$ cat config.mk
export PLATFORM = sky130hd
export DESIGN_NAME = acc_top
export DESIGN_NICKNAME = d
export VERILOG_FILES = /design/src/hdl/acc_pkg.sv /design/src/hdl/acc_top.sv
export SDC_FILE = /design/constraint.sdc
export NUM_CORES = 1
export LEC_CHECK = 0
export BUFFER_PORTS_ARGS = -buffer_cell sky130_fd_sc_hd__buf_2
export CORE_AREA = 5 5 129 131
export CTS_BUF_LIST = sky130_fd_sc_hd__clkbuf_8
export DETAILED_ROUTE_END_ITERATION = 10
export DIE_AREA = 0 0 134 136
export MAX_ROUTING_LAYER = met4
export PLACE_DENSITY = 0.79
export SETUP_SLACK_MARGIN = 0.2
export SLEW_MARGIN = 10
export SYNTH_ARGS = -nofsm -noshare
export SYNTH_HDL_FRONTEND = slang
export SYNTH_SLANG_ARGS = --single-unit
$ cat constraint.sdc
create_clock -name ref_clk -period 3.3 [get_ports ref_clk]
set_input_delay 0.825 -clock ref_clk [delete_from_list [all_inputs] [get_ports ref_clk]]
set_output_delay 0.825 -clock ref_clk [all_outputs]
set_load 0.02 [all_outputs]
$ cat src/hdl/acc_pkg.sv
package acc_pkg;
  localparam int NCONV = 2;
  localparam int RES_W = 10;
  localparam logic [3:0] RES_LAST = 4'(RES_W - 1);

  localparam logic [7:0] A_CTL_A = 8'h00;
  localparam logic [7:0] A_CTL_B = 8'h04;
  localparam logic [7:0] A_COM   = 8'h08;
  localparam logic [7:0] A_TRIG  = 8'h0C;
  localparam logic [7:0] A_STAT  = 8'h10;
  localparam logic [7:0] A_RES   = 8'h14;
  localparam logic [7:0] A_RES_E = 8'h20;

  localparam int B_EN   = 0;
  localparam int B_GO   = 1;
  localparam int CH_LO  = 2;
  localparam int CH_HI  = 6;
  localparam int B_GALL = 0;
  localparam int B_DSE  = 1;
  localparam int B_RC   = 2;
  localparam int B_IE   = 3;
  localparam int TS_LO  = 4;
  localparam int TS_HI  = 6;

  localparam logic [2:0] TS_NONE = 3'h0;
  localparam logic [2:0] TS_T0   = 3'h3;
  localparam logic [2:0] TS_T1   = 3'h4;
  localparam logic [2:0] TS_T2   = 3'h5;
  localparam logic [2:0] TS_RISE = 3'h6;
  localparam logic [2:0] TS_FALL = 3'h7;

  localparam logic [4:0] CH_LOW_END = 5'h02;
  localparam logic [4:0] CH_HI_BEG  = 5'h14;
  localparam logic [4:0] CH_HI_END  = 5'h1A;
  localparam logic [4:0] CH_POSITIVE_REFERENCE   = 5'h1B;
  localparam logic [4:0] CH_TEMP    = 5'h1D;
  localparam logic [4:0] CH_FVR     = 5'h1F;

  localparam logic [2:0] SYS_DIV = 3'h1;
  localparam logic [2:0] RC_DIV  = 3'h3;
  localparam int INST_NS  = 100;
  localparam int CLK_NS   = 100;
  localparam logic [1:0] RC_WAIT = 2'((INST_NS + CLK_NS - 1) / CLK_NS);

  typedef enum logic [1:0] {ST_IDLE, ST_WAIT, ST_CONV} acc_state_e;

  typedef struct packed {
    logic        psel;
    logic        penable;
    logic        pwrite;
    logic [7:0]  paddr;
    logic [31:0] pwdata;
  } acc_apb_req_s;

  function automatic logic acc_ch_ok(input logic [4:0] c);
    acc_ch_ok = (c <= CH_LOW_END) || (c >= CH_HI_BEG && c <= CH_HI_END)
             || c == CH_POSITIVE_REFERENCE || c == CH_TEMP || c == CH_FVR;
  endfunction : acc_ch_ok

  function automatic logic [RES_W-1:0] acc_fill(input logic [RES_W-1:0] s,
                                                input logic [3:0] n);
    logic [RES_W-1:0] r;
    logic             lb;
    r  = s;
    lb = (n == 4'h0) ? 1'b0 : s[RES_W - int'(n)];
    for (int k = 0; k < RES_W; k++)
      if (k < RES_W - int'(n))
        r[k] = lb;
    acc_fill = r;
  endfunction : acc_fill
endpackage : acc_pkg

$ cat src/hdl/acc_top.sv
module acc_top
  import acc_pkg::*;
(
  input  wire  logic                              ref_clk,
  input  wire  logic                              rst_n,
  input  wire  acc_pkg::acc_apb_req_s             apb_req,
  output logic [31:0]                             prdata,
  output logic                                    pready,
  output logic                                    pslverr,
  input  wire  logic [acc_pkg::NCONV-1:0]         cmp_bit,
  input  wire  logic                              sleep_req,
  input  wire  logic                              tmr0_ovf,
  input  wire  logic                              tmr1_ovf,
  input  wire  logic                              tmr2_match,
  input  wire  logic                              external_trigger_pin,
  output logic [acc_pkg::NCONV-1:0]               conv_power,
  output logic [acc_pkg::NCONV-1:0]               ch_connect,
  output logic [acc_pkg::NCONV-1:0][4:0]          ch_route,
  output logic [acc_pkg::NCONV-1:0]               sample_go,
  output logic                                    wake
);
  import acc_pkg::*;

  logic [NCONV-1:0]          en;
  logic [NCONV-1:0][4:0]     ch;
  logic                      go_all;
  logic                      dse;
  logic                      rc_sel;
  logic                      ie;
  logic [2:0]                tsel;
  logic [NCONV-1:0]          go;
  logic [NCONV-1:0]          done;
  logic [NCONV-1:0]          sync;
  logic [NCONV-1:0]          last;
  logic [NCONV-1:0]          pwr_off;
  logic [RES_W-1:0]          res [2*NCONV];
  logic [2:0]                div;
  logic                      tick;
  logic [2:0]                ext_ff;
  logic                      ext_lvl;
  logic                      trig_src;
  logic                      trig_q;
  logic                      trig_edge;
  logic                      wr;
  logic                      mapped;
  logic [NCONV-1:0]          wr_ctl;
  logic                      wr_com;
  logic [31:0]               wd;
  logic [31:0]               next_rdata;

  assign wr     = apb_req.psel & apb_req.penable & apb_req.pwrite;
  assign wd     = apb_req.pwdata;
  assign wr_ctl = {wr & (apb_req.paddr == A_CTL_B), wr & (apb_req.paddr == A_CTL_A)};
  assign wr_com = wr & (apb_req.paddr == A_COM);
  assign mapped = (apb_req.paddr <= A_RES_E) && (apb_req.paddr[1:0] == 2'h0);
  // Zero wait states keep the core's register timing
  assign pready  = 1'b1;
  assign pslverr = apb_req.psel & apb_req.penable & ~mapped;

  always_comb
  begin
    next_rdata = 32'h0;
    case (apb_req.paddr)
      A_CTL_A: next_rdata = {25'h0, ch[0], go[0], en[0]};
      A_CTL_B: next_rdata = {25'h0, ch[1], go[1], en[1]};
      A_COM:   next_rdata = {28'h0, ie, rc_sel, dse, go_all};
      A_TRIG:  next_rdata = {25'h0, tsel, 4'h0};
      A_STAT:  next_rdata = {30'h0, done};
      default:
      begin
        if (mapped && apb_req.paddr >= A_RES)
          next_rdata = {22'h0, res[2'(apb_req.paddr[4:2] - A_RES[4:2])]};
      end
    endcase
  end

  // Read data prepared in the setup phase
  always_ff @(posedge ref_clk)
  begin
    if (!rst_n)
      prdata <= 32'h0;
    else if (apb_req.psel && !apb_req.penable && !apb_req.pwrite)
      prdata <= next_rdata;
  end

  always_ff @(posedge ref_clk)
  begin
    if (!rst_n)
    begin
      en     <= '0;
      ch     <= '0;
      dse    <= 1'b0;
      rc_sel <= 1'b0;
      ie     <= 1'b0;
      tsel   <= TS_NONE;
    end
    else
    begin
      for (int i = 0; i < NCONV; i++)
        if (wr_ctl[i])
        begin
          en[i] <= wd[B_EN];
          ch[i] <= wd[CH_HI:CH_LO];
        end
      if (wr_com)
      begin
        dse    <= wd[B_DSE];
        rc_sel <= wd[B_RC];
        ie     <= wd[B_IE];
      end
      if (wr && apb_req.paddr == A_TRIG)
        tsel <= wd[TS_HI:TS_LO];
    end
  end

  always_ff @(posedge ref_clk)
  begin
    if (!rst_n)
      go_all <= 1'b0;
    else if (wr_com)
      go_all <= wd[B_GALL] & (|en);
    else if (go_all && sync == '0)
      go_all <= 1'b0;
  end

  // Conversion clock enable; RC rate is slower
  always_ff @(posedge ref_clk)
  begin
    if (!rst_n)
      div <= 3'h0;
    else if (tick)
      div <= 3'h0;
    else
      div <= div + 3'h1;
  end
  assign tick = div >= (rc_sel ? RC_DIV : SYS_DIV);

  // Pin crosses three stages; level moves on agreement
  always_ff @(posedge ref_clk)
  begin
    if (!rst_n)
    begin
      ext_ff  <= 3'h0;
      ext_lvl <= 1'b0;
    end
    else
    begin
      ext_ff <= {ext_ff[1:0], external_trigger_pin};
      if (ext_ff[1] == ext_ff[2])
        ext_lvl <= ext_ff[2];
    end
  end

  always_comb
  begin
    case (tsel)
      TS_T0:   trig_src = tmr0_ovf;
      TS_T1:   trig_src = tmr1_ovf;
      TS_T2:   trig_src = tmr2_match;
      TS_RISE: trig_src = ext_lvl;
      TS_FALL: trig_src = ~ext_lvl;
      default: trig_src = 1'b0;
    endcase
  end

  always_ff @(posedge ref_clk)
  begin
    if (!rst_n)
      trig_q <= 1'b0;
    else
      trig_q <= trig_src;
  end
  assign trig_edge = trig_src & ~trig_q;

  for (genvar i = 0; i < NCONV; i++)
  begin : g_cv
    acc_state_e       st;
    logic             go_q;
    logic             half;
    logic [1:0]       wcnt;
    logic [3:0]       n;
    logic [RES_W-1:0] sar;
    logic [RES_W-1:0] next_sar;
    logic             start_sw;
    logic             start_hw;
    logic             start;
    logic             stop_sw;
    logic             fin;
    logic             abort;
    logic [RES_W-1:0] pair [2];

    assign start_sw = (wr_ctl[i] & wd[B_GO] & en[i] & wd[B_EN])
                    | (wr_com & wd[B_GALL] & ~go_all & en[i]);
    assign start_hw = trig_edge & en[i] & ~go_q;
    assign start    = ~go_q & (start_sw | start_hw);
    assign stop_sw  = go_q & ((wr_ctl[i] & ~wd[B_GO])
                    | (wr_com & ~wd[B_GALL] & sync[i]));
    assign fin      = st == ST_CONV && tick && n == RES_LAST;
    assign last[i]  = fin & (~dse | half);
    assign abort    = go_q & ((sleep_req & ~rc_sel) | ~en[i]);
    assign go[i]    = go_q;

    always_comb
    begin
      next_sar = sar;
      next_sar[RES_LAST - n] = cmp_bit[i];
    end

    always_ff @(posedge ref_clk)
    begin
      if (!rst_n)
      begin
        st   <= ST_IDLE;
        go_q <= 1'b0;
        half <= 1'b0;
        wcnt <= 2'h0;
        n    <= 4'h0;
        sar  <= '0;
      end
      else if (abort || stop_sw || last[i])
      begin
        st   <= ST_IDLE;
        go_q <= 1'b0;
      end
      else if (start)
      begin
        go_q <= 1'b1;
        half <= 1'b0;
        n    <= 4'h0;
        sar  <= '0;
        wcnt <= RC_WAIT;
        st   <= rc_sel ? ST_WAIT : ST_CONV;
      end
      else if (st == ST_WAIT)
      begin
        wcnt <= wcnt - 2'h1;
        if (wcnt == 2'h1)
          st <= ST_CONV;
      end
      else if (st == ST_CONV && tick)
      begin
        sar <= next_sar;
        n   <= n + 4'h1;
        if (fin)
        begin
          half <= 1'b1;
          n    <= 4'h0;
        end
      end
    end

    always_ff @(posedge ref_clk)
    begin
      if (!rst_n)
        sync[i] <= 1'b0;
      else if (abort || stop_sw || last[i])
        sync[i] <= 1'b0;
      else if (start && wr_com && wd[B_GALL])
        sync[i] <= 1'b1;
    end

    always_ff @(posedge ref_clk)
    begin
      if (!rst_n)
      begin
        pair[0] <= '0;
        pair[1] <= '0;
      end
      else if (stop_sw && st == ST_CONV)
        pair[half] <= acc_fill(sar, n);
      else if (fin)
        pair[half] <= next_sar;
    end
    // Local pair keeps one writer per converter
    assign res[2*i]   = pair[0];
    assign res[2*i+1] = pair[1];

    always_ff @(posedge ref_clk)
    begin
      if (!rst_n)
        done[i] <= 1'b0;
      else if (last[i])
        done[i] <= 1'b1;
      else if (wr && apb_req.paddr == A_STAT && wd[i])
        done[i] <= 1'b0;
    end

    always_ff @(posedge ref_clk)
    begin
      if (!rst_n)
        pwr_off[i] <= 1'b0;
      else if (!sleep_req)
        pwr_off[i] <= 1'b0;
      else if ((last[i] && rc_sel && !ie) || abort)
        pwr_off[i] <= 1'b1;
    end

    // power and mux gated by enable
    assign conv_power[i] = en[i] & ~pwr_off[i];
    assign ch_connect[i] = conv_power[i] & acc_ch_ok(ch[i]);
    assign ch_route[i]   = ch[i];
    assign sample_go[i]  = st == ST_CONV;

    chk_go_clears: assert property (@(posedge ref_clk) disable iff (!rst_n)
      last[i] |=> !go[i] && done[i])
      else $error("go not cleared or flag not set at completion");
    chk_abort_flag: assert property (@(posedge ref_clk) disable iff (!rst_n)
      (stop_sw && !done[i]) |=> !done[i])
      else $error("software stop set done flag");
    chk_off_idle: assert property (@(posedge ref_clk) disable iff (!rst_n)
      (!en[i] && !(wr_ctl[i] && wd[B_EN])) |=> !go[i] && !ch_connect[i])
      else $error("disabled converter busy or connected");
    chk_trig_start: assert property (@(posedge ref_clk) disable iff (!rst_n)
      (start_hw && !abort) |=> go[i])
      else $error("trigger edge did not set go");
    chk_rc_wait: assert property (@(posedge ref_clk) disable iff (!rst_n)
      (start && rc_sel && !abort && !stop_sw) |=> st == ST_WAIT ##1 (st == ST_CONV || !go[i]))
      else $error("RC start did not wait");
    chk_sleep_abort: assert property (@(posedge ref_clk) disable iff (!rst_n)
      (go[i] && sleep_req && !rc_sel && en[i]) |=> !go[i] && !conv_power[i])
      else $error("sleep did not abort conversion");
    chk_single_pair: assert property (@(posedge ref_clk) disable iff (!rst_n)
      (fin && !dse && !half) |=> $stable(res[2*i+1]))
      else $error("single sample touched second pair");
    chk_partial: assert property (@(posedge ref_clk) disable iff (!rst_n)
      (stop_sw && st == ST_CONV && n == 4'h1) |=> res[2*i + int'(half)] == {RES_W{sar[RES_LAST]}})
      else $error("partial result not filled");
  end

  assign wake = sleep_req & ie & rc_sel & (|last);

  chk_sync_both: assert property (@(posedge ref_clk) disable iff (!rst_n)
    (wr_com && wd[B_GALL] && !go_all && (&en) && go == '0 && !sleep_req) |=> (&go) && go_all)
    else $error("go-all did not start both converters");
endmodule : acc_top

# After elaboration in Yosys (flattened, before gate mapping)
# Memory sizes are Yosys's and may differ from the RTL's.
# Cells that the tools add are included.
[op_classes] n_mux=143 n_lt_le_gt_ge=36 n_eq_ne=26 n_reduce_logical=76 n_addsub=10 bitwise_logic=73
[ops] operator="10-bit 2-to-1 mux" count=13
[ops] operator="1-bit 2-to-1 mux" count=101
[ops] operator="10-bit one-hot mux with 5 select lines" count=1
[ops] operator="1-bit AND" count=43
[ops] operator="4-bit by 5-bit < comparator with 1-bit output, first input constant" count=8
[ops] operator="4-bit 2-to-1 mux" count=8
[ops] operator="5-bit equality test, second input constant" count=6
[ops] operator="1-bit logical AND" count=27
[ops] operator="2-bit 2-to-1 mux" count=12
[ops] operator="2-bit nonzero test" count=11
[ops] operator="10-bit binary-select mux with 2-bit select" count=1
[ops] operator="10-bit bitwise mux" count=2
[ops] operator="3-bit by 5-bit < comparator with 1-bit output, first input constant" count=4
[ops] operator="5-bit < comparator, first input constant" count=4
[ops] operator="10-bit OR reduction" count=2
[ops] operator="1-bit NOT" count=17
[ops] operator="8-bit by 4-bit equality test with 1-bit output, second input constant" count=2
[ops] operator="1-bit logical OR" count=14
[ops] operator="3-bit equality test, second input constant" count=4
[ops] operator="5-bit by 6-bit < comparator with 1-bit output, second input constant" count=2
[ops] operator="1-bit bitwise OR" count=12
[ops] operator="5-bit >= comparator, second input constant" count=2
[ops] operator="5-bit by 2-bit less-or-equal comparator with 1-bit output, second input constant" count=2
[ops] operator="5-bit less-or-equal comparator, second input constant" count=2
[ops] operator="other kinds (33)" count=64
[word_totals] ff_bits=105 input_bits=52 word_cells=398 ramBits=40 memories=2
[mem_list] memory="g_cv[0].pair" words=2 word_bits=10 read_ports=2 rd_ports_with_merged_regs=0 wr=2 line="acc_top.sv:190" rtl="logic [RES_W-1:0] pair [2];"
[mem_list] memory="g_cv[1].pair" words=2 word_bits=10 read_ports=2 rd_ports_with_merged_regs=0 wr=2 line="acc_top.sv:190"

# Logic depth before layout (Yosys ltp)
# Gate-level depths: netlist of the first run.
[logic_depth] ltp_word=14 depth_mapped=11 ltp_nobuf=8

# Worst setup path before layout of the first run
# Ideal clock, no wire load.
[synth_path] path_kind="input to register" from="in apb_req[34] in the netlist's numbering" to="mem g_cv[0].pair[1][0] (enable)" setup_time_ns=0.318 slack_ns=-0.100 t_arrival_ns=3.083 stages=9 path_cell_list="buf_1 > inv_1 > ha_1 > and3b_1 > o21ai_0 > nor3_1 > o211ai_1 > clkbuf_1 > nand2_1"
[synth_lines] element="from (decl)" line="acc_top.sv:6" rtl="input wire acc_pkg::acc_apb_req_s apb_req,"
[synth_lines] element="to (decl)" line="acc_top.sv:190"

# Final worst setup path of the first run
[layout_path] from="reg rc_sel" to="out wake"
[layout_between] elab_chain_cells=7 word_cells_on_any_way=11 classes_between="1 x order compare; 1 x mux; 4 x bitwise; 5 x reduce/logical"
[layout_rtl] element="from (decl)" line="acc_top.sv:28" rtl="logic rc_sel;"
[layout_rtl] element="from (signal assigned)" line="acc_top.sv:108" rtl="rc_sel <= wd[B_RC];"
[layout_rtl] element="2-bit 2-to-1 mux" line="acc_top.sv:136" rtl="assign tick = div >= (rc_sel ? RC_DIV : SYS_DIV);"
[layout_rtl] element="3-bit by 2-bit >= comparator with 1-bit output" line="acc_top.sv:136"
[layout_rtl] element="1-bit logical AND (2 in a row)" line="acc_top.sv:198" rtl="assign fin = st == ST_CONV && tick && n == RES_LAST;"
[layout_rtl] element="1-bit AND" line="acc_top.sv:199" rtl="assign last[i] = fin & (~dse | half);"
[layout_rtl] element="2-bit OR reduction" line="acc_top.sv:330" rtl="assign wake = sleep_req & ie & rc_sel & (|last);"
[layout_rtl] element="1-bit AND (*)" line="acc_top.sv:330"
[layout_rtl] element="to (decl)" line="acc_top.sv:20" rtl="output logic wake"
# Every way passes the cells marked *; elsewhere a longest branch is shown, timed or not.

==> results.json, run 1 <==
{
  "synthDistinctLibCells": 83,
  "synth.most_common_cell": "nor2_1",
  "grt_usage": 0.231,
  "drv_cap": 0,
  "num_io_pins": 103,
  "worst_slew_pin_slew_ns": 0.664,
  "ys_seq_area_frac": 0.382,
  "grt_overflow_total": 0,
  "start_util": 0.484,
  "fin_crit_sh": 0.918,
  "synth_warnings": 0,
  "finalMaxSlewViolations": 0,
  "cts-root-buf": "clkbuf_8",
  "peakVddDrop_mv": 0.285,
  "critPathRequiredTime_ns": 2.47,
  "grt_max_degree": 50,
  "netlist_instances": 873,
  "clk_latency_ns": 0.45,
  "numCtsBuffers": 17,
  "grt_antenna_before_repair": 0,
  "viasPerCell": 6.15,
  "synth_top_area_frac": 0.222,
  "htreeDepth": 4,
  "top_layer": "met4",
  "power_density_nw_per_um2": 369,
  "rsz0062_at_grt": "no",
  "cts_tree": "built",
  "path_clk_slew_ns": 0.08,
  "finalSetupViolations": 0,
  "hold_path_class": "reg2reg",
  "postCtsSetupBuffers": 0,
  "crit_fanout": 6,
  "antenna_cells": 0,
  "p_leak_nw": 3.03,
  "grt_pass1_vias": 6299,
  "place_congestion": 0.941,
  "fin_tns_setup_ns": 0,
  "total_power_w": 0.00310,
  "relSlewSlack": 0.555,
  "wl_per_cell_um": 18.3,
  "ys_seq_elements": 123,
  "vias": 6963,
  "port_buffers": 54,
  "critPathCaptureType": "primary output",
  "drt_wl_total_um": 20700,
  "first_pass_iters": 7,
  "dr_wl_met2_um": 9850,
  "timing.fmax_ghz": 0.330,
  "nNetsFinal": 1003,
  "num-fill-cells": 1374,
  "drt_iter0_markers": 818,
  "cts.path.max_buffers": 2,
  "syn_to_final_growth_pct": 12.1,
  "drive_above_1_share": 0.180,
  "die-area_um2": 18200,
  "crit_arrival_ns": 2.21,
  "wl_met1_um": 8710,
  "grt_first_pass_wirelength_um": 32600,
  "ys_top_cells_by_area": "dfxtp_1, edfxtp_1, nor2_1, nand2_1, mux4_2",
  "synth_top_area_cell": "dfxtp_1",
  "clock-sinks": 123,
  "path_class": "reg2out",
  "period_needed_ns": 3.03,
  "synth_commonest_cells": "nor2_1, nand2_1, dfxtp_1",
  "synth_area_um2": 7500,
  "critPathLaunchType": "register",
  "synthFlopType": "dfxtp_1",
  "hold_viol": 0,
  "placementRows": 46,
  "wl_met3_um": 1510,
  "status": "finished clean",
  "synth_edf_count": 40,
  "ant_nets": 0,
  "core-area_um2": 15500,
  "die_x_um": 134,
  "drc": 0,
  "die_h_um": 136,
  "utilization": 0.543,
  "async_reset_ff_frac": 0,
  "place_hpwl_um": 15200,
  "synth.avg_cell_area_um2": 8.59,
  "skew_ns": 0.0176
}
critical path, cell delays in order, from the launching register on:
cell and delay [ns]:
dfxtp_1 0.38, inv_1 0.11, ha_4 0.27, a211o_4 0.37, o2111a_4 0.20, o2111a_1 0.25, buf_2 0.16
power by group:
group | internal, W | total [W] | switching [W]
sequential | 0.00159 | 0.00160 | 0.0000153
clock | 0.000606 | 0.00128 | 0.000671
combinational | 0.0000809 | 0.000225 | 0.000144
total | 0.00227 | 0.00310 | 0.000831
metal layers:
metal,vias up,global-route usage
li1,3271,-
met1,3297,0.299
met2,340,0.365
met3,55,0.0381
met4,0,0.0920
met5,-,-
repair_timing:
action	4_1_cts	5_1_grt
pin swaps	2	0
gates resized for setup	4	5
hold buffers	0	0
endpoints found under the setup margin	1	1
layout by cell type, fill, tap and decap left out, types with 5 or more instances in the layout:
master and n:
nand2_1 93, nor3b_1 6, conb_1 23, buf_2 54, and3_1 11, o31ai_1 5
o211ai_1 8, nor2b_1 18, a21oi_1 55, nand4_1 8, a211oi_1 9, mux4_2 14
a22oi_1 6, o32ai_1 14, nor2_1 95, and2_1 14, a31oi_1 8, ha_1 20
or3_1 8, clkbuf_8 17, mux2_2 5, nand3_1 45, o21ai_0 35, o22ai_1 12
a222oi_1 5, dfxtp_1 81, buf_4 37, nand2b_1 19, a221oi_1 9, inv_1 35
mux2i_1 5, nor3_1 25, edfxtp_1 40
state kept, by name (all words and copies together), names as in the netlist:
name,flops
g_cv.pair,40
g_cv.sar,20
ch_route,10
prdata,10
g_cv.n,8
g_cv.st,4
g_cv.wcnt,4
div,3
ext_ff,3
tsel,3
done,2
en,2
g_cv.go_q,2
g_cv.half,2
pwr_off,2
sync,2
dse,1
ext_lvl,1
go_all,1
ie,1
rc_sel,1
trig_q,1
cell type report:
cell class,instances,area (µm²),area share
Clock buffer,17,234,0.0278
Clock inverter,15,141,0.0168
Timing Repair Buffer,92,568,0.0676
Multi-Input combinational cell,658,4220,0.502
Sequential cell,123,2870,0.341
Inverter,36,135,0.0161
Tap cell,192,240,0.0286
worst paths after layout:
path	start	to	cells past startpoint	slack [ns]
hold / removal	ext_ff[0]	ext_ff[1]	1	0.44
setup reg to reg	g_cv[0].n[0]	g_cv[0].pair[0][3]	7	0.62
setup / recovery	rc_sel	wake	6	0.27
hold reg to reg	ext_ff[0]	ext_ff[1]	1	0.44
through the flow:
stage	instance area (µm²)	hold slack, ns	cells	setup slack [ns]
global placement	7980	0.417	1101	0.151
finish	8410	0.440	1133	0.270
detailed placement	7980	0.429	1101	0.106
global route	8410	0.464	1133	0.209
CTS	8380	0.448	1133	0.221
floorplan	7580	0.412	894	0.220
logic make-up after synthesis:
group / count (synthesis) / synth area share
mux: 24 / 0.0562
xor+xnor: 5 / 0.00584
compound gates: 217 / 0.206
fa+ha+maj: 23 / 0.0384
simple gates: 366 / 0.238
other cells: 2 / 0.00100
buf+inv: 113 / 0.0723
flops: 123 / 0.382
No activity file was read; power rests on OpenSTA's default activity.
==> run 2: changes to the inputs <==
--- a/config.mk
+++ b/config.mk
@@ -12,6 +12,7 @@
 export DIE_AREA = 0 0 134 136
 export MAX_ROUTING_LAYER = met4
 export PLACE_DENSITY = 0.79
+export RECOVER_POWER = 50
 export SETUP_SLACK_MARGIN = 0.2
 export SLEW_MARGIN = 10
 export SYNTH_ARGS = -nofsm -noshare
==> run 2 against run 1 <==
Combinational power hardly changed. Design area is 1.0% lower. Critical path type is now in2reg. Clock skew is 0.00050 ns lower. Routed wire length is 0.44% lower. Via count hardly changed. Register-to-register slack hardly changed.
==> results.json, run 2 (synthesis gave the netlist of run 1 again) <==
{
  "fin_ws_ns": 0.238,
  "place_congestion": 0.941,
  "vias": 6968,
  "finalMaxSlewViolations": 0,
  "hold_path_end": "ext_ff[1]",
  "die_x_um": 134,
  "drc": 0,
  "final_common_cell": "nor2_1",
  "power_density_nw_per_um2": 372,
  "grt_usage": 0.231,
  "top_register": "g_cv.pair",
  "die_h_um": 136,
  "status": "finished clean",
  "hold_path_startpoint": "ext_ff[0]",
  "drt_iter0_markers": 869,
  "p_leak_nw": 2.88,
  "hold_depth": 1,
  "grt_overflow_total": 0,
  "finalSetupViolations": 0,
  "port_buffers": 54,
  "num_io_pins": 103,
  "crit_fanout": 8,
  "path_clk_slew_ns": 0.09,
  "skew_ns": 0.0171,
  "relSlewSlack": 0.00531,
  "grt_pass1_vias": 6299,
  "numCtsBuffers": 17,
  "drive_above_1_share": 0.137,
  "die-area_um2": 18200,
  "ant_nets": 0,
  "drv_cap": 0,
  "place_hpwl_um": 15200,
  "critPathCaptureType": "register",
  "top_regs": "g_cv.pair: 40 flops, g_cv.sar: 20 flops",
  "postCtsSetupBuffers": 0,
  "clock-sinks": 123,
  "hold_path_class": "reg2reg",
  "peakVddDrop_mv": 0.286,
  "antenna_cells": 0,
  "wl_per_cell_um": 18.2,
  "fin_crit_sh": 0.928,
  "syn_to_final_growth_pct": 11.0,
  "path_cells": "buf_2, nor4_1, nand3_1, o31ai_2, nand4_1, a32o_1, nor3_1",
  "clk_latency_ns": 0.45,
  "place_ws_ns": 0.106,
  "core-area_um2": 15500,
  "drt_wl_total_um": 20600,
  "reg2reg_to": "g_cv[1].n[1]",
  "worst_slew_pin_slew_ns": 1.49,
  "final_cell_mix": "nor2_1, nand2_1, dfxtp_1",
  "r2r_slack_ns": 0.61,
  "rsz0062_at_grt": "no",
  "grt_first_pass_wirelength_um": 32600,
  "ff2ff_path_depth": 8,
  "cts_tree": "built",
  "placementRows": 46,
  "cts-root-buf": "clkbuf_8",
  "crit_arrival_ns": 3.35,
  "grt_max_degree": 50,
  "first_pass_iters": 6,
  "path_class": "in2reg",
  "htreeDepth": 4,
  "nNetsFinal": 1003,
  "critPathLaunchType": "primary input",
  "hold_viol": 0,
  "cp_slowest_stage_delay_ns": 0.63,
  "critPathRequiredTime_ns": 3.58,
  "period_needed_ns": 3.06,
  "timing.fmax_ghz": 0.327,
  "largest_reg_flops": 40,
  "grt_antenna_before_repair": 0,
  "fin_tns_setup_ns": 0,
  "r2r-start": "rc_sel",
  "cp_slowest_cell": "nor4_1",
  "cts.path.max_buffers": 2,
  "start_util": 0.484,
  "viasPerCell": 6.15
}
[run 2: through the flow]
step	hold slack (ns)	utilization	cells	power [W]	cell area, µm²
2_1_floorplan	0.412	-	894	0.00179	7580
3_3_place_gp	0.417	0.515	1101	0.00184	7980
3_5_place_dp	0.429	0.515	1101	0.00184	7980
4_1_cts	0.448	0.541	1133	0.00310	8380
5_1_grt	0.464	0.537	1133	0.00321	8320
6_report	0.440	0.537	1133	0.00310	8320
[run 2: worst max-delay path: cells and delay by family]
kind	cells	cell delay (ns)
compound gates	2	0.98
buf+inv	1	0.10
simple gates	4	1.42
[run 2: repair_timing]
action,CTS,global route
hold buffers,0,0
gates resized for setup,4,5
endpoints found under the setup margin,1,1
pin swaps,2,0
cloned,0,0
[run 2: area by class of cell]
cell class,count,area (µm²)
sequential,123,2870
multi-input combinational,658,4210
inverter,36,135
fill,1414,7160
tap,192,240
clock inverter,15,141
timing repair buffer,92,494
clock buffer,17,234
[run 2: layer usage]
layer / vias up / GRT usage / share of wire
met2: 333 / 0.365 / 0.48
li1: 3273 / - / -
met1: 3322 / 0.299 / 0.42
met5: - / - / 0
met3: 40 / 0.0381 / 0.073
met4: 0 / 0.0920 / 0.028
[run 2: worst max-delay path by stage]
stage | slack, ns | from | depth (start not counted) | endpoint
2_1_floorplan | 0.22 | apb_req[34] | 10 | g_cv[0].pair[0][0]
6_report | 0.24 | apb_req[38] | 7 | g_cv[0].pair[1][2]
3_5_place_dp | 0.11 | apb_req[35] | 9 | g_cv[0].pair[1][2]
4_1_cts | 0.22 | g_cv[0].n[1] | 6 | wake
5_1_grt | 0.13 | apb_req[38] | 7 | g_cv[0].pair[0][0]
3_3_place_gp | 0.15 | apb_req[35] | 9 | g_cv[0].pair[1][1]
[run 2: power breakdown]
group	leakage, nW	switching, W	internal (W)	total, W
logic	1.63	0.000144	0.0000789	0.000222
registers	1.07	0.0000153	0.00159	0.00160
clock network	0.184	0.000669	0.000606	0.00127
==> run 3: changes to the inputs <==
--- a/config.mk
+++ b/config.mk
@@ -6,12 +6,12 @@
 export NUM_CORES = 1
 export LEC_CHECK = 0
 export BUFFER_PORTS_ARGS = -buffer_cell sky130_fd_sc_hd__buf_2
-export CORE_AREA = 5 5 129 131
+export CORE_AREA = 5 5 93 182
 export CTS_BUF_LIST = sky130_fd_sc_hd__clkbuf_8
 export DETAILED_ROUTE_END_ITERATION = 10
-export DIE_AREA = 0 0 134 136
+export DIE_AREA = 0 0 98 187
 export MAX_ROUTING_LAYER = met4
-export PLACE_DENSITY = 0.79
+export PLACE_DENSITY = 0.78
 export RECOVER_POWER = 50
 export SETUP_SLACK_MARGIN = 0.2
 export SLEW_MARGIN = 10
==> run 3 against run 2 <==
Utilization rose by 1.2 points. Die area increased by 0.56%. Setup slack got worse by 0.042 ns. Global-route usage increased by 3.7 points. Count of clock-buffer cells in the layout is the same. Routed wire length up 16%. Register-to-register slack lost 0.22 ns. Final cell count up 1.9%. Sequential share of layout area shrank 0.36 points. First-iteration DRC count shrank 25%. Design area grew 0.98%. Critical endpoint is now wake. Largest power group unchanged.
==> results.json, run 3 (synthesis gave the netlist of run 1 again) <==
{
  "cp_slowest_stage_delay_ns": 0.32,
  "clk_latency_ns": 0.46,
  "largest_reg_flops": 40,
  "timing.fmax_ghz": 0.322,
  "placementRows": 64,
  "syn_to_final_growth_pct": 12.1,
  "top_regs": "g_cv.pair: 40 flops, g_cv.sar: 20 flops",
  "top_register": "g_cv.pair",
  "die_h_um": 187,
  "power_frac_comb": 0.071,
  "start_util": 0.490,
  "place_hpwl_um": 18500,
  "cts-root-buf": "clkbuf_8",
  "utilization": 0.549,
  "place_congestion": 1.00,
  "postCtsSetupBuffers": 0,
  "power_density_nw_per_um2": 370,
  "period_needed_ns": 3.10,
  "grt_pass1_vias": 7345,
  "critPathRequiredTime_ns": 2.47,
  "p_sw_frac": 0.271,
  "final_cell_mix": "nor2_1, nand2_1, dfxtp_1",
  "antenna_cells": 0,
  "drv_cap": 0,
  "final_common_cell": "nor2_1",
  "skew_ns": 0.0108,
  "clock-sinks": 123,
  "fin_tns_setup_ns": 0,
  "first_pass_iters": 6,
  "grt_overflow_total": 0,
  "hold_path_class": "reg2reg",
  "wl_met1_um": 7280,
  "peakVddDrop_mv": 0.204,
  "rsz0062_at_grt": "no",
  "drt_iter0_markers": 649,
  "fin_crit_sh": 0.941,
  "crit_fanout": 3,
  "drt_wl_total_um": 24000,
  "die_x_um": 98,
  "postLayoutCellArea_um2": 8400,
  "htreeDepth": 4,
  "num_io_pins": 103,
  "numCtsBuffers": 17,
  "critPathLaunchType": "register",
  "finalSetupViolations": 0,
  "core-area_um2": 15300,
  "cts.path.max_buffers": 2,
  "hold_viol": 0,
  "crit_arrival_ns": 2.28,
  "viasPerCell": 6.31,
  "p_leak_nw": 2.93,
  "wl_met3_um": 1390,
  "worst_slew_pin_slew_ns": 1.41,
  "die-area_um2": 18300,
  "nNetsFinal": 1019,
  "dr_wl_met2_um": 13000,
  "path_cells": "inv_1, ha_4, a211oi_2, clkbuf_1, nor2_1, and3_1, o2111a_1, buf_2",
  "drive_above_1_share": 0.146,
  "internal_power_w": 0.00227,
  "power_frac_seq": 0.514,
  "critPathCaptureType": "primary output",
  "port_buffers": 54,
  "status": "finished clean",
  "cp_slowest_cell": "dfxtp_1",
  "grt_usage": 0.268,
  "vias": 7292,
  "finalMaxSlewViolations": 0,
  "cts_tree": "built",
  "wl_per_cell_um": 20.8,
  "grt_antenna_before_repair": 0,
  "ant_nets": 0,
  "path_class": "reg2out",
  "p_sw_w": 0.000843,
  "drc": 0,
  "top_layer": "met4",
  "relSlewSlack": 0.0630,
  "grt_max_degree": 57,
  "grt_first_pass_wirelength_um": 37700,
  "power_frac_clock": 0.415,
  "placed_area_um2": 8100,
  "path_clk_slew_ns": 0.08
}
-- run 3: routing by layer --
metal	track usage	up-vias
li1	-	3300
met1	0.230	3440
met2	0.494	385
met3	0.0384	167
met4	0.225	0
met5	-	-
-- run 3: worst paths after layout --
kind,to,depth (start not counted),slack [ns],from
worst max-delay path,wake,8,0.20,rc_sel
worst min-delay path,ext_ff[1],1,0.44,ext_ff[0]
worst max register to register,g_cv[1].pair[1][5],8,0.39,g_cv[1].n[1]
worst min register to register,ext_ff[1],1,0.44,ext_ff[0]
-- run 3: what timing repair did --
action	CTS	global route
hold endpoints to repair	0	0
hold buffers	0	0
endpoints found under the setup margin	1	0
gates resized for setup	2	0
-- run 3: through the flow --
stage | power [W] | setup slack (ns) | instances | hold slack [ns]
detailed placement | 0.00185 | 0.0820 | 1123 | 0.424
CTS | 0.00313 | 0.257 | 1155 | 0.440
global placement | 0.00185 | 0.195 | 1123 | 0.418
global route | 0.00321 | 0.143 | 1155 | 0.478
floorplan | 0.00179 | 0.220 | 894 | 0.412
finish | 0.00311 | 0.196 | 1155 | 0.442
-- run 3: critical path, delay by kind of cell, from the launching register on --
| family | cells | cell delay, ns |
|---|---|---|
| flip-flops | 1 | 0.32 |
| AO/OA/AOI/OAI | 2 | 0.46 |
| buffers and inverters | 3 | 0.54 |
| adder cells (fa/ha/maj) | 1 | 0.26 |
| AND/OR/NAND/NOR | 2 | 0.25 |
-- run 3: power groups by stage --
stage | logic (W) | registers, W | clock network (W)
after global placement | 0.000213 | 0.00163 | 0
after CTS | 0.000223 | 0.00160 | 0.00131
after floorplan | 0.000161 | 0.00163 | 0
final | 0.000221 | 0.00160 | 0.00129
after detailed placement | 0.000215 | 0.00163 | 0
after global routing | 0.000234 | 0.00160 | 0.00137
-- run 3: layout make-up --
type | count | area [µm²]
fillers | 1408 | 6890
clock buffers | 17 | 234
multi-input cells | 658 | 4180
clock inverters | 15 | 139
flip-flops and latches | 123 | 2860
repair buffers | 108 | 599
well taps | 198 | 248
inverters | 36 | 135
